### config.mk
export PLATFORM = sky130hd
export DESIGN_NAME = sensor_i2c_register_port
export DESIGN_NICKNAME = d
export VERILOG_FILES = /design/src/sensor_i2c_pkg.sv /design/src/i2c_line_watch.sv /design/src/sensor_i2c_register_port.sv
export SDC_FILE = /design/constraint.sdc
export NUM_CORES = 1
export LEC_CHECK = 0
export BUFFER_PORTS_ARGS = -buffer_cell sky130_fd_sc_hd__buf_4
export CAP_MARGIN = 10
export CORE_UTILIZATION = 50
export DETAILED_ROUTE_END_ITERATION = 10
export GPL_ROUTABILITY_DRIVEN = 0
export PLACE_DENSITY = 0.72
export SYNTH_ARGS = -nofsm -noshare
export SYNTH_HDL_FRONTEND = slang
export SYNTH_HIERARCHICAL = 1
export SYNTH_SLANG_ARGS = --single-unit
### constraint.sdc
create_clock -name sys_clk -period 4.9 [get_ports sys_clk]
set_clock_uncertainty 0.1 [all_clocks]
set_input_delay 0.245 -clock sys_clk [delete_from_list [all_inputs] [get_ports sys_clk]]
set_output_delay 0.245 -clock sys_clk [all_outputs]
set_load 0.01 [all_outputs]
### src/sensor_i2c_pkg.sv
package sensor_i2c_pkg;

	// Bus addressing
	localparam logic [6:0] TARGET_ADDR = 7'h13;
	localparam logic [7:0] REG_BASE = 8'h80;
	localparam logic [7:0] REG_LAST = 8'h90;
	localparam int REG_COUNT = 17;
	localparam logic [3:0] BITS_PER_BYTE = 4'h8;

	// Register indices (offset from REG_BASE)
	localparam logic [4:0] IDX_CMD = 5'h00;
	localparam logic [4:0] IDX_ID = 5'h01;
	localparam logic [4:0] IDX_LIGHT_HI = 5'h05;
	localparam logic [4:0] IDX_LIGHT_LO = 5'h06;
	localparam logic [4:0] IDX_NEAR_HI = 5'h07;
	localparam logic [4:0] IDX_NEAR_LO = 5'h08;

	// measurement_command bit positions
	localparam int CMD_LOCK = 7;
	localparam int CMD_LIGHT_RDY = 6;
	localparam int CMD_NEAR_RDY = 5;
	localparam int CMD_LIGHT_SS = 4;
	localparam int CMD_NEAR_SS = 3;
	localparam int CMD_LIGHT_EN = 2;
	localparam int CMD_NEAR_EN = 1;
	localparam int CMD_SELF_TIMED = 0;

	// Reset and fixed values
	localparam logic [7:0] REG_RESET = 8'h00;
	localparam logic [7:0] PTR_RESET = REG_BASE;
	localparam logic LOCK_VALUE = 1'b1;
	localparam logic LINE_IDLE = 1'b1;

	typedef enum logic [2:0] {
		st_idle = 3'b000,
		st_addr = 3'b001,
		st_ptr = 3'b010,
		st_wdata = 3'b011,
		st_ack = 3'b100,
		st_rdata = 3'b101,
		st_mack = 3'b110
	} i2c_state_e;

endpackage : sensor_i2c_pkg

### src/i2c_line_watch.sv
module i2c_line_watch (
	// Clock and reset
	input wire logic sys_clk,
	input wire logic rst_b,
	// Raw bus lines
	input wire logic scl_pin,
	input wire logic sda_pin,
	// Synchronised levels and events
	output logic scl_s,
	output logic sda_s,
	output logic scl_rise,
	output logic scl_fall,
	output logic start_seen,
	output logic stop_seen
);
	import sensor_i2c_pkg::*;

	logic scl_meta, sda_meta, scl_d, sda_d;
	logic next_scl_meta, next_sda_meta, next_scl_s, next_sda_s, next_scl_d, next_sda_d;

	always_comb begin
		next_scl_meta = scl_pin;
		next_sda_meta = sda_pin;
		next_scl_s = scl_meta;
		next_sda_s = sda_meta;
		next_scl_d = scl_s;
		next_sda_d = sda_s;
	end

	always_ff @(posedge sys_clk) begin
		if (!rst_b) begin
			scl_meta <= LINE_IDLE;
			sda_meta <= LINE_IDLE;
			scl_s <= LINE_IDLE;
			sda_s <= LINE_IDLE;
			scl_d <= LINE_IDLE;
			sda_d <= LINE_IDLE;
		end else begin
			scl_meta <= next_scl_meta;
			sda_meta <= next_sda_meta;
			scl_s <= next_scl_s;
			sda_s <= next_sda_s;
			scl_d <= next_scl_d;
			sda_d <= next_sda_d;
		end
	end

	// Only second-stage and later flops feed the detectors
	assign scl_rise = scl_s & ~scl_d;
	assign scl_fall = ~scl_s & scl_d;
	assign start_seen = scl_s & scl_d & sda_d & ~sda_s;
	assign stop_seen = scl_s & scl_d & ~sda_d & sda_s;

endmodule : i2c_line_watch

### src/sensor_i2c_register_port.sv
module sensor_i2c_register_port #(
	parameter logic [7:0] ID_VALUE = 8'h5a // Arbitrary identity value
) (
	// Clock and reset
	input wire logic sys_clk,
	input wire logic rst_b,
	// I2C bus, open drain data
	input wire logic scl_pin,
	input wire logic sda_in,
	output logic sda_out,
	output logic sda_oe,
	// Interrupt pin, open drain
	input wire logic int_request,
	output logic int_out,
	output logic int_oe,
	// Measurement engine
	output logic light_start,
	output logic nearness_start,
	output logic self_timed_run,
	output logic light_periodic_run,
	output logic nearness_periodic_run,
	input wire logic light_done,
	input wire logic [15:0] light_result,
	input wire logic nearness_done,
	input wire logic [15:0] nearness_result,
	// Register image for the setup consumers
	output logic [8*sensor_i2c_pkg::REG_COUNT-1:0] register_image
);
	import sensor_i2c_pkg::*;

	function automatic logic ptr_ok(input logic [7:0] p);
		return (p >= REG_BASE) && (p <= REG_LAST);
	endfunction : ptr_ok

	function automatic logic [4:0] ptr_idx(input logic [7:0] p);
		logic [7:0] d;
		d = p - REG_BASE;
		return d[4:0];
	endfunction : ptr_idx

	logic scl_s, sda_s, scl_rise, scl_fall, start_seen, stop_seen;

	i2c_line_watch u_watch (
		.sys_clk(sys_clk),
		.rst_b(rst_b),
		.scl_pin(scl_pin),
		.sda_pin(sda_in),
		.scl_s(scl_s),
		.sda_s(sda_s),
		.scl_rise(scl_rise),
		.scl_fall(scl_fall),
		.start_seen(start_seen),
		.stop_seen(stop_seen)
	);

	i2c_state_e state, next_state, after_ack, next_after_ack;
	logic [3:0] bit_cnt, next_bit_cnt;
	logic [7:0] shreg, next_shreg;
	logic [7:0] ptr, next_ptr;
	logic next_sda_oe;
	logic light_ready, next_light_ready, near_ready, next_near_ready;
	logic light_ss, next_light_ss, near_ss, next_near_ss;
	logic light_en, next_light_en, near_en, next_near_en;
	logic self_timed, next_self_timed;
	logic next_light_start, next_nearness_start;
	logic next_light_run, next_near_run, next_int_oe;
	logic [7:0] regs [0:REG_COUNT-1];
	logic [7:0] next_regs [0:REG_COUNT-1];
	logic [7:0] cmd_byte, rd_byte;
	logic [4:0] cur_idx;
	logic load_byte, wr_en;

	assign cur_idx = ptr_idx(ptr);
	assign cmd_byte = {LOCK_VALUE, light_ready, near_ready, light_ss, near_ss, light_en, near_en, self_timed};

	always_comb begin
		rd_byte = REG_RESET;
		if (ptr_ok(ptr)) begin
			case (cur_idx)
				IDX_CMD: rd_byte = cmd_byte;
				IDX_ID: rd_byte = ID_VALUE;
				default: rd_byte = regs[cur_idx];
			endcase
		end
	end

	// Bus protocol
	always_comb begin
		next_state = state;
		next_after_ack = after_ack;
		next_bit_cnt = bit_cnt;
		next_shreg = shreg;
		next_ptr = ptr;
		next_sda_oe = sda_oe;
		load_byte = 1'b0;
		wr_en = 1'b0;
		if (stop_seen) begin
			next_state = st_idle;
			next_sda_oe = 1'b0;
		end else if (start_seen) begin
			next_state = st_addr;
			next_bit_cnt = '0;
			next_sda_oe = 1'b0;
		end else if (scl_rise) begin
			case (state)
				st_addr, st_ptr, st_wdata: begin
					next_shreg = {shreg[6:0], sda_s};
					next_bit_cnt = bit_cnt + 4'h1;
				end
				st_rdata: next_bit_cnt = bit_cnt + 4'h1;
				st_mack: begin
					// Host not acknowledging ends the read burst
					if (sda_s) begin
						next_state = st_idle;
					end
				end
				default: ;
			endcase
		end else if (scl_fall) begin
			case (state)
				st_addr: begin
					if (bit_cnt == BITS_PER_BYTE) begin
						if (shreg[7:1] == TARGET_ADDR) begin
							next_sda_oe = 1'b1;
							next_state = st_ack;
							next_after_ack = shreg[0] ? st_rdata : st_ptr;
						end else begin
							next_state = st_idle;
						end
					end
				end
				st_ptr: begin
					if (bit_cnt == BITS_PER_BYTE) begin
						next_ptr = shreg;
						next_sda_oe = 1'b1;
						next_state = st_ack;
						next_after_ack = st_wdata;
					end
				end
				st_wdata: begin
					if (bit_cnt == BITS_PER_BYTE) begin
						wr_en = 1'b1;
						next_sda_oe = 1'b1;
						next_state = st_ack;
						next_after_ack = st_wdata;
					end
				end
				st_ack: begin
					next_sda_oe = 1'b0;
					next_bit_cnt = '0;
					next_state = after_ack;
					load_byte = (after_ack == st_rdata);
				end
				st_rdata: begin
					if (bit_cnt == BITS_PER_BYTE) begin
						next_sda_oe = 1'b0;
						next_state = st_mack;
					end else begin
						next_shreg = {shreg[6:0], 1'b0};
						next_sda_oe = ~shreg[6];
					end
				end
				st_mack: begin
					next_bit_cnt = '0;
					next_state = st_rdata;
					load_byte = 1'b1;
				end
				default: ;
			endcase
		end
		if (load_byte) begin
			next_shreg = rd_byte;
			next_sda_oe = ~rd_byte[7];
		end
	end

	// Register file and command bits
	always_comb begin
		for (int i = 0; i < REG_COUNT; i++) begin
			next_regs[i] = regs[i];
		end
		next_light_ready = light_ready;
		next_near_ready = near_ready;
		next_light_ss = light_ss;
		next_near_ss = near_ss;
		next_light_en = light_en;
		next_near_en = near_en;
		next_self_timed = self_timed;
		next_light_start = 1'b0;
		next_nearness_start = 1'b0;
		// Reads of result registers clear the matching ready flag
		if (load_byte && ptr_ok(ptr)) begin
			if (cur_idx == IDX_LIGHT_HI || cur_idx == IDX_LIGHT_LO) begin
				next_light_ready = 1'b0;
			end
			if (cur_idx == IDX_NEAR_HI || cur_idx == IDX_NEAR_LO) begin
				next_near_ready = 1'b0;
			end
		end
		if (wr_en && ptr_ok(ptr)) begin
			case (cur_idx)
				IDX_CMD: begin
					// Lock and ready bits are not writable
					next_light_en = shreg[CMD_LIGHT_EN];
					next_near_en = shreg[CMD_NEAR_EN];
					next_self_timed = shreg[CMD_SELF_TIMED];
					// Single shots refused while self-timed mode is on
					if (!self_timed && !shreg[CMD_SELF_TIMED]) begin
						if (shreg[CMD_LIGHT_SS] && !light_ss) begin
							next_light_ss = 1'b1;
							next_light_start = 1'b1;
						end
						if (shreg[CMD_NEAR_SS] && !near_ss) begin
							next_near_ss = 1'b1;
							next_nearness_start = 1'b1;
						end
					end
				end
				IDX_ID, IDX_LIGHT_HI, IDX_LIGHT_LO, IDX_NEAR_HI, IDX_NEAR_LO: ;
				default: next_regs[cur_idx] = shreg;
			endcase
		end
		// Completion after a clear in the same cycle still sets the flag
		if (light_done) begin
			next_regs[IDX_LIGHT_HI] = light_result[15:8];
			next_regs[IDX_LIGHT_LO] = light_result[7:0];
			next_light_ready = 1'b1;
			next_light_ss = 1'b0;
		end
		if (nearness_done) begin
			next_regs[IDX_NEAR_HI] = nearness_result[15:8];
			next_regs[IDX_NEAR_LO] = nearness_result[7:0];
			next_near_ready = 1'b1;
			next_near_ss = 1'b0;
		end
		// Rate registers are copied as written; safe use relies on the host
		next_light_run = next_self_timed & next_light_en;
		next_near_run = next_self_timed & next_near_en;
		next_int_oe = int_request;
	end

	always_ff @(posedge sys_clk) begin
		if (!rst_b) begin
			state <= st_idle;
			after_ack <= st_idle;
			bit_cnt <= '0;
			shreg <= REG_RESET;
			ptr <= PTR_RESET;
			sda_oe <= 1'b0;
			light_ready <= 1'b0;
			near_ready <= 1'b0;
			light_ss <= 1'b0;
			near_ss <= 1'b0;
			light_en <= 1'b0;
			near_en <= 1'b0;
			self_timed <= 1'b0;
			light_start <= 1'b0;
			nearness_start <= 1'b0;
			light_periodic_run <= 1'b0;
			nearness_periodic_run <= 1'b0;
			int_oe <= 1'b0;
			for (int i = 0; i < REG_COUNT; i++) begin
				regs[i] <= REG_RESET;
			end
		end else begin
			state <= next_state;
			after_ack <= next_after_ack;
			bit_cnt <= next_bit_cnt;
			shreg <= next_shreg;
			ptr <= next_ptr;
			sda_oe <= next_sda_oe;
			light_ready <= next_light_ready;
			near_ready <= next_near_ready;
			light_ss <= next_light_ss;
			near_ss <= next_near_ss;
			light_en <= next_light_en;
			near_en <= next_near_en;
			self_timed <= next_self_timed;
			light_start <= next_light_start;
			nearness_start <= next_nearness_start;
			light_periodic_run <= next_light_run;
			nearness_periodic_run <= next_near_run;
			int_oe <= next_int_oe;
			for (int i = 0; i < REG_COUNT; i++) begin
				regs[i] <= next_regs[i];
			end
		end
	end

	// Open drain pins only ever pull low
	assign sda_out = 1'b0;
	assign int_out = 1'b0;
	assign self_timed_run = self_timed;

	always_comb begin
		for (int i = 0; i < REG_COUNT; i++) begin
			register_image[8*i +: 8] = regs[i];
		end
		register_image[8*IDX_CMD +: 8] = cmd_byte;
		register_image[8*IDX_ID +: 8] = ID_VALUE;
	end

endmodule : sensor_i2c_register_port

# Word level (Yosys, flattened, before mapping)
# Memories as Yosys holds them, arrays and structs flattened.
# Index checks and enable logic that the tools add are counted.
[totals] register_bits=45 mem_bits_rw=136 input_bits=39 out_inout_bits=145 word_cells=245 mem_count=1
[op_classes] n_addsub=2 magnitude_cmp=4 n_eq_ne=36 mux=91 bitwise=37 n_reduce_logical=49
[mem_list] memory="regs" depth=17 width=8 rd=18 rd_clocked_by_memory_dff=0 wr=17 line="sensor_i2c_register_port.sv:67" text="logic [7:0] regs [0:REG_COUNT-1];"
[ops] cell="$mux W136" count=2
[ops] cell="$mux W8" count=27
[ops] cell="$bwmux W136" count=1
[ops] cell="$demux W8 S5" count=1
[ops] cell="$mux W1" count=36
[ops] cell="$mux W3" count=12
[ops] cell="$mux W16" count=2
[ops] cell="$mux W4" count=5
[ops] cell="$reduce_and A6 Y1" count=3
[ops] cell="$or A1 B1 Y1" count=17
[ops] cell="$pmux W8 S2" count=1
[ops] cell="$reduce_and A4 Y1" count=4
[ops] cell="$eq A5 B3 Y1 const B" count=3
[ops] cell="$pmux W3 S5" count=1
[ops] cell="$reduce_and A7 Y1" count=2
[ops] cell="$eq A3 B3 Y1 const B" count=4
[ops] cell="$ne A3 B1 Y1 const B" count=4
[ops] cell="$reduce_bool A2 Y1" count=6
[ops] cell="$reduce_bool A3 Y1" count=4
[ops] cell="$ne A2 B1 Y1 const B" count=5
[ops] cell="$ne A5 B5 Y1 const B" count=2
[ops] cell="$not A1 Y1" count=10
[ops] cell="$reduce_or A2 Y1" count=5
[ops] cell="$and A1 B1 Y1" count=9
[ops] cell="35 further kinds" count=53

# Logic depth before layout (Yosys ltp)
# Gate-level depths: netlist of run 1.
[logic_depth] depth_word=11 ltp_mapped=9 ltp_nobuf=7

# Hierarchy
# The synthesis of run 1 kept the hierarchy.
[modules_own_cells] module="sensor_i2c_register_port" n_inst=1 cells_each=798 area_per_inst_um2=8289.2 seq_area_each_um2=3603.5
[modules_own_cells] module="i2c_line_watch" n_inst=1 cells_each=16 area_per_inst_um2=190.2 seq_area_each_um2=120.1

# Worst setup path after synthesis of run 1
# No wires, ideal clock.
[synth_timing] path_type="reg2reg" startpoint="register u_watch.scl_s" endpoint="register shreg[1]" setup_ns=0.117 t_arrival_ns=1.959 setup_slack_ns=2.723 stages_incl_launch_ff=9 period_less_slack_ns=2.177 cell_sequence="dfxtp_1 -> nor2b_1 -> buf_2 -> nor2b_1 -> a32oi_1 -> a2111oi_4 -> buf_4 -> nand2_1 -> a32o_1"
[synth_via] word_cells_on_any_way=23 cone_classes="eq/ne (4); mux (8); bitwise (8); reduce/logical (3)"
[synth_lines] element="start: declaration" line="i2c_line_watch.sv:9" text="output logic scl_s,"
[synth_lines] element="start signal: assignment" line="i2c_line_watch.sv:41" text="scl_s <= next_scl_s;"
[synth_lines] element="$and A1 B1 Y1 (*)" line="i2c_line_watch.sv:49" text="assign scl_rise = scl_s & ~scl_d;"
[synth_lines] element="net scl_rise" line="sensor_i2c_register_port.sv:41" text="logic scl_s, sda_s, scl_rise, scl_fall, start_seen, stop_seen;"
[synth_lines] element="$mux W1" line="sensor_i2c_register_port.sv:104" text="end else if (scl_rise) begin"
[synth_lines] element="$mux W1" line="sensor_i2c_register_port.sv:100" text="end else if (start_seen) begin"
[synth_lines] element="$mux W1" line="sensor_i2c_register_port.sv:97" text="if (stop_seen) begin"
[synth_lines] element="$ne A3 B1 Y1 (no source line) (tied with other cells)"
[synth_lines] element="$reduce_and A6 Y1 (no source line)"
[synth_lines] element="end signal: assignment" line="sensor_i2c_register_port.sv:269" text="shreg <= next_shreg;"
[synth_lines] element="end: declaration" line="sensor_i2c_register_port.sv:58" text="logic [7:0] shreg, next_shreg;"
# Mark *: on every way through the listed nets, which the timed path passes. The rest lies on a longest branch. The select of a mux whose other input is x is not followed.
# A chain may end at the register's enable or synchronous reset.

==> impl_results.md, run 1 <==
* Critical path arrival at 3.29 ns
* Fin area at 10700 um^2
* Status: completed
* Mapped Cells at 814
* Design internal power at 0.00240 W
* Routed vias at 6743
* Tot Pwr at 0.00314 W
* CTS root buffer: clkbuf_16
* Setup bufs post-CTS at 0
* Crit. End Element: register
* P_sw at 0.000740 W
* Reg power frac at 49.3%
* Clk slew on worst S/H paths at 0.07 ns
* Worst min path class: input port to register
* Final hold vios at 0
* Met2 WL at 11.4 mm
* Post-synthesis async set-or-reset flop share at 0%
* Post-Place Setup Slack at 1.86 ns
* Leak at 5.01 nW
* Area of the core at 16600 um^2
* Antenna violations before repair at 0
* Num CTS Buffers at 17
* EDFF count, synth at 0
* Max Fanout on Critical Path at 10
* Filler instances at 1364
* First DRT Iteration DRCs at 509
* Final max-slew violation count at 0
* Initial Utilization at 51.1%
* Logic pwr share at 5.3%
* Top Layer Used: met4
* Total Nets Final at 1016
* Max Cap Viol at 0
* Die ar. at 17500 um^2
* Ys flop type: dfxtp_1
* Synthesized flop and latch total at 186
* CTS max path bufs at 2
* Avg Cell Area, Syn at 10.4 um^2
* Max Fclk at 0.322 GHz
* PwrDens at 294 nW/um^2
* Synth top area cells: dfxtp_1, mux2i_1, mux4_2, nor2_1, nand4_4
* Met3 wire len at 1.31 mm
* Post-synth top area share at 43.9%
* Final Setup Violations at 0
* GRT overflow at 0
* Post-DP HPWL at 15.8 mm
* Drt pass-1 iters at 7
* Total track usage at 27.4%
* Crit Path Class: register to register
* Rows at 47
* Slew margin rel. at 19.9%
* CTS tree: done
* DRT antenna net count at 0
* Post_cts resized at 0
* Actual slew at the worst max-slew pin at 1.20 ns
* Post-synthesis cell type count at 62
* Port bufs at 172
* Vias in the first global route at 6438
* H-tree levels at 4
* DRC errors left at 0
* Worst hold margin at 0.113 ns
* Worst endpoint required time at 5.08 ns
* Clk sinks at 186
* Routed WL per cell at 19.7 um
* Area growth syn-to-layout at 25.8%
* Clock group share of total power at 45.4%
* Global-route wire length before repair at 37.0 mm
* Final period utilization at 63.3%
* Most area-hungry cell type in the Yosys netlist: dfxtp_1
* Setup Total Neg Slack at 0 ns
* Pin count of the biggest net entering global routing at 100
* WL final at 23.8 mm
* VDD IR max at 0.204 mV
* Die height at 132 um
* CP startpoint kind: register
* Synth Cell Area at 8480 um^2
* Crit path time final at 3.10 ns
* CTS hold repair buffers at 35
* Yosys warning count at 6
* Clock Latency Late Sink at 0.44 ns
* Die width at 132 um
* Vias per cell at 5.58
* Fraction of layout cells with a size suffix above 1 at 26.8%
* I/O pin count at 184
* Setup ws final at 1.80 ns
* M1 WL at 10.7 mm
* RSZ-0062 raised after global routing: no
* Sw Share at 23.6%
* # diodes at 0
* DP Area at 9710 um^2
* Seq/Total Area, Yosys at 43.9%
-- cells by family after synthesis --
family,Yosys count,synth area share [%]
XOR/XNOR,3,0.310
buffers and inverters,90,5.22
multiplexers,182,26.2
AO/OA/AOI/OAI,77,6.33
other,2,0.0886
flip-flops,186,43.9
adder cells (fa/ha/maj),2,0.295
AND/OR/NAND/NOR,272,17.6
-- cell usage in the layout, fill, tap and decap left out, drive strengths merged, types with 16 or more instances in the layout --
| master | Yosys | layout |
|---|---|---|
| dfxtp | 186 | 186 |
| buf | 38 | 175 |
| inv | 12 | 19 |
| clkbuf | 39 | 20 |
| dlygate4sd3 | 0 | 35 |
| nor2 | 150 | 150 |
| nand2 | 16 | 16 |
| and2 | 22 | 22 |
| mux2i | 148 | 148 |
| a21oi | 22 | 22 |
| mux4 | 32 | 32 |
-- Yosys cell counts (10+ instances only) --
library cell  number
mux4_2            32
mux2i_1          148
nand4_4           10
nand2b_1          14
inv_1             12
nor2b_1           12
nand2_1           16
dfxtp_1          186
a21oi_1           21
and2_1            22
buf_2             12
buf_4             22
o21ai_0           14
nor2_1           150
clkbuf_1          39
-- power groups by stage --
| stage | combinational [W] | sequential (W) | clock, W |
|---|---|---|---|
| floorplan | 0.0000811 | 0.00158 | 0 |
| global placement | 0.000141 | 0.00158 | 0 |
| detailed placement | 0.000142 | 0.00158 | 0 |
| CTS | 0.000165 | 0.00155 | 0.00143 |
| global route | 0.000179 | 0.00155 | 0.00149 |
| finish | 0.000166 | 0.00155 | 0.00142 |
-- final timing paths --
| check | endpoint | start | cells past startpoint | slack [ns] |
|---|---|---|---|---|
| worst min-delay path | ptr[7]$_SDFFE_PN1P_ | rst_b | 2 | 0.11 |
| worst min register to register | u_watch/sda_s$_SDFF_PN1_ | u_watch/next_sda_s$_SDFF_PN1_ | 1 | 0.33 |
| worst max register to register | regs[10][6]$_SDFFE_PN0P_ | u_watch/scl_d$_SDFF_PN1_ | 6 | 1.80 |
| worst max-delay path | regs[10][6]$_SDFFE_PN0P_ | u_watch/scl_d$_SDFF_PN1_ | 6 | 1.80 |
-- flip-flops by register name (all words and copies together), names as in the netlist, 3 cells and up, named ones only --
| signal | count |
|---|---|
| state | 3 |
| ptr | 8 |
| shreg | 8 |
| bit_cnt | 4 |
| regs | 136 |
| after_ack | 3 |
-- per-stage QoR --
stage                     cells  util (%)
after floorplan             823         -
after CTS                  1208      64.3
after detailed placement   1141      58.6
final                      1208      64.3
after global placement     1141      58.6
after global routing       1208      64.3
-- worst max-delay path, stage by stage, from the launching register on --
cell,delay (ns)
dfxtp_1,0.33
and4b_1,0.34
nor4b_4,0.55
and2_1,0.83
nand4_4,0.45
mux2i_1,0.29
nor2_1,0.05
-- routing by layer --
layer / track usage, % / vias up
met2: 44.5 / 207
met4: 7.73 / 0
met5: 0 / -
li1: - / 3162
met3: 5.81 / 33
met1: 36.9 / 3341
-- area by class of cell --
| type | count | area, um^2 | area share [%] |
|---|---|---|---|
| clock buffers | 20 | 447 | 4.19 |
| clock inverters | 12 | 156 | 1.47 |
| inverters | 13 | 51.3 | 0.481 |
| multi-input cells | 547 | 4350 | 40.8 |
| flip-flops and latches | 186 | 3730 | 34.9 |
| well taps | 220 | 275 | 2.58 |
| repair buffers | 210 | 1660 | 15.6 |
(Power assumes the default switching activity.)
==> inputs of run 2 (changes only) <==
==> constraint.sdc (replaced) <==
create_clock -name sys_clk -period 3 [get_ports sys_clk]
set_clock_uncertainty 0.1 [all_clocks]
set_input_delay 0.15 -clock sys_clk [delete_from_list [all_inputs] [get_ports sys_clk]]
set_output_delay 0.15 -clock sys_clk [all_outputs]
set_load 0.01 [all_outputs]
==> impl_results.md, run 2 (synthesized netlist as in run 1, its figures left out) <==
* Area of the core at 16600 um^2 (unchanged)
* Setup crit end: regs[16][2]$_SDFFE_PN0P_
* Max Fclk at 0.387 GHz (+20%)
* Port bufs at 172 (unchanged)
* Die width at 132 um (unchanged)
* # diodes at 0 (unchanged)
* Final hold vios at 0 (unchanged)
* Initial Utilization at 51.1% (unchanged)
* CTS tree: done
* DRC errors left at 0 (unchanged)
* I/O pin count at 184 (unchanged)
* Die ar. at 17500 um^2 (unchanged)
* Max Fanout on Critical Path at 9 (-1)
* Global-route wire length before repair at 37.0 mm (about the same)
* Most frequent cells in the layout: buf_4, dfxtp_1, nor2_1
* Clk sinks at 186 (unchanged)
* Crit path time final at 2.58 ns (-0.522 ns)
* H-tree levels at 4 (unchanged)
* Post-DP HPWL at 16.1 mm (+1.9%)
* Largest registers: regs: 136 flops, ptr: 8 flops, shreg: 8 flops
* Drt pass-1 iters at 5 (-2)
* Actual slew at the worst max-slew pin at 0.896 ns (-0.304 ns)
* Vias in the first global route at 6497 (+0.92%)
* Pin count of the biggest net entering global routing at 84 (-16%)
* VDD IR max at 0.384 mV (+88%)
* PwrDens at 470 nW/um^2 (+60%)
* Worst min path class: input port to register
* Clk slew on worst S/H paths at 0.07 ns (about the same)
* First DRT Iteration DRCs at 489 (-3.9%)
* Num CTS Buffers at 17 (unchanged)
* Dpl cells at 1155 (+1.2%)
* R2r endpoint: regs[16][2]$_SDFFE_PN0P_
* Fraction of layout cells with a size suffix above 1 at 27.9% (+1.1 points)
* Total Nets Final at 1031 (+1.5%)
* Area growth syn-to-layout at 27.0%
* Vias per cell at 5.48 (-1.8%)
* Final Util at 65.0% (+0.63 points)
* Cell depth of the worst flop-to-flop path at 6 (unchanged)
* Final Setup Violations at 0 (unchanged)
* Largest register by flop count: regs
* RSZ-0062 raised after global routing: no
* Worst endpoint required time at 3.19 ns (-1.89 ns)
* Antenna violations before repair at 0 (unchanged)
* Slew margin rel. at 40.3% (+20 points)
* CP max stage delay at 0.59 ns (-0.24 ns)
* Crit. End Element: register
* M1 WL at 10.2 mm (-4.3%)
* Commonest non-fill, non-tap cell in the layout: buf_4
* Crit path cell chain: and4b_1 -> nor4b_4 -> nand4_2 -> nor3_4 -> mux2i_1 -> nor2_1
* GRT overflow at 0 (unchanged)
* Leak at 5.09 nW (+1.7%)
* Tot Pwr at 0.00506 W (+61%)
* WL final at 23.7 mm (-0.27%)
* Clock Latency Late Sink at 0.44 ns (about the same)
* Final max-slew violation count at 0 (unchanged)
* CTS root buffer: clkbuf_16
* Flop-to-flop setup slack at 0.42 ns (-1.38 ns)
* Max Cap Viol at 0 (unchanged)
* CTS max path bufs at 2 (unchanged)
* Routed WL per cell at 19.4 um (-1.4%)
* Crit. Startpoint: u_watch/scl_d$_SDFF_PN1_
* Met2 WL at 11.4 mm (+0.51%)
* Routed vias at 6700 (-0.64%)
* Met3 wire len at 1.41 mm (+7.4%)
* Final period utilization at 86.0% (+23 points)
* Total track usage at 27.7% (+0.31 points)
* Rows at 47 (unchanged)
* Slowest stage cell, crit path: nor3_4
* Crit Path Class: register to register
* CP startpoint kind: register
* Worst hold margin at 0.0333 ns (-0.0799 ns)
* Die height at 132 um (unchanged)
* Critical path arrival at 2.77 ns (-0.52 ns)
* Setup Total Neg Slack at 0 ns (unchanged)
* Final non-filler cell total at 1222 (+1.2%)
* Worst r2r src: u_watch/scl_d$_SDFF_PN1_
* Status: completed
* DRT antenna net count at 0 (unchanged)
* Max FFs per register at 136 (unchanged)
* Top Layer Used: met4
run 2: changes by cell type in the layout (fill, tap and decap cells not counted):
cell           before  now
clkbuf_1            2    0
clkinv_2            0    4
buf_12              0    1
clkinv_8            1    0
clkinvlp_4          3    2
buf_4             175  188
inv_8               2    1
dlygate4sd3_1      35   36
run 2: final cells by class:
type | instances | area [um^2]
clock buffers | 18 | 439
repair buffers | 225 | 1790
inverters | 13 | 51.3
fillers | 1355 | 5810
flip-flops and latches | 186 | 3730
well taps | 220 | 275
clock inverters | 13 | 141
multi-input cells | 547 | 4350
run 2: how the worst min path moves through the flow:
stage               startpoint                            end  slack [ns]  depth (start not counted)
global route        light_done       light_ready$_SDFFE_PN0P_        0.05                          3
detailed placement      sda_in  u_watch/next_sda_s$_SDFF_PN1_        0.24                          2
CTS                 light_done       light_ready$_SDFFE_PN0P_        0.04                          3
finish              light_done       light_ready$_SDFFE_PN0P_        0.03                          3
floorplan                rst_b  u_watch/next_scl_s$_SDFF_PN1_        0.12                          1
global placement        sda_in  u_watch/next_sda_s$_SDFF_PN1_        0.24                          2
run 2: timing repair:
| action | in CTS | in global routing |
|---|---|---|
| hold buffers | 36 | 0 |
| gates resized for setup | 0 | 0 |
| endpoints found under the hold margin | 36 | 0 |
| setup buffers | 0 | 0 |
run 2: metal layers:
| layer | vias to the layer above | global-route usage (%) |
|---|---|---|
| met5 | - | 0 |
| met4 | 0 | 10.9 |
| met3 | 42 | 5.88 |
| met2 | 221 | 45.4 |
| met1 | 3245 | 35.8 |
| li1 | 3192 | - |
run 2: report_power, final:
group          switching, W  internal (W)
registers         0.0000286       0.00250
clock network       0.00100       0.00125
logic              0.000133      0.000141
run 2: critical path: cells and delay by family (launching register included):
kind | cells | cell delay [ns]
flops | 1 | 0.33
mux | 1 | 0.28
simple gates | 5 | 1.73
run 2: stage by stage:
stage	worst slack (ns)	cell area [um^2]
finish	0.419	10800
global route	0.293	10800
CTS	0.431	10800
detailed placement	0.488	9830
global placement	0.503	9830
floorplan	0.823	8510
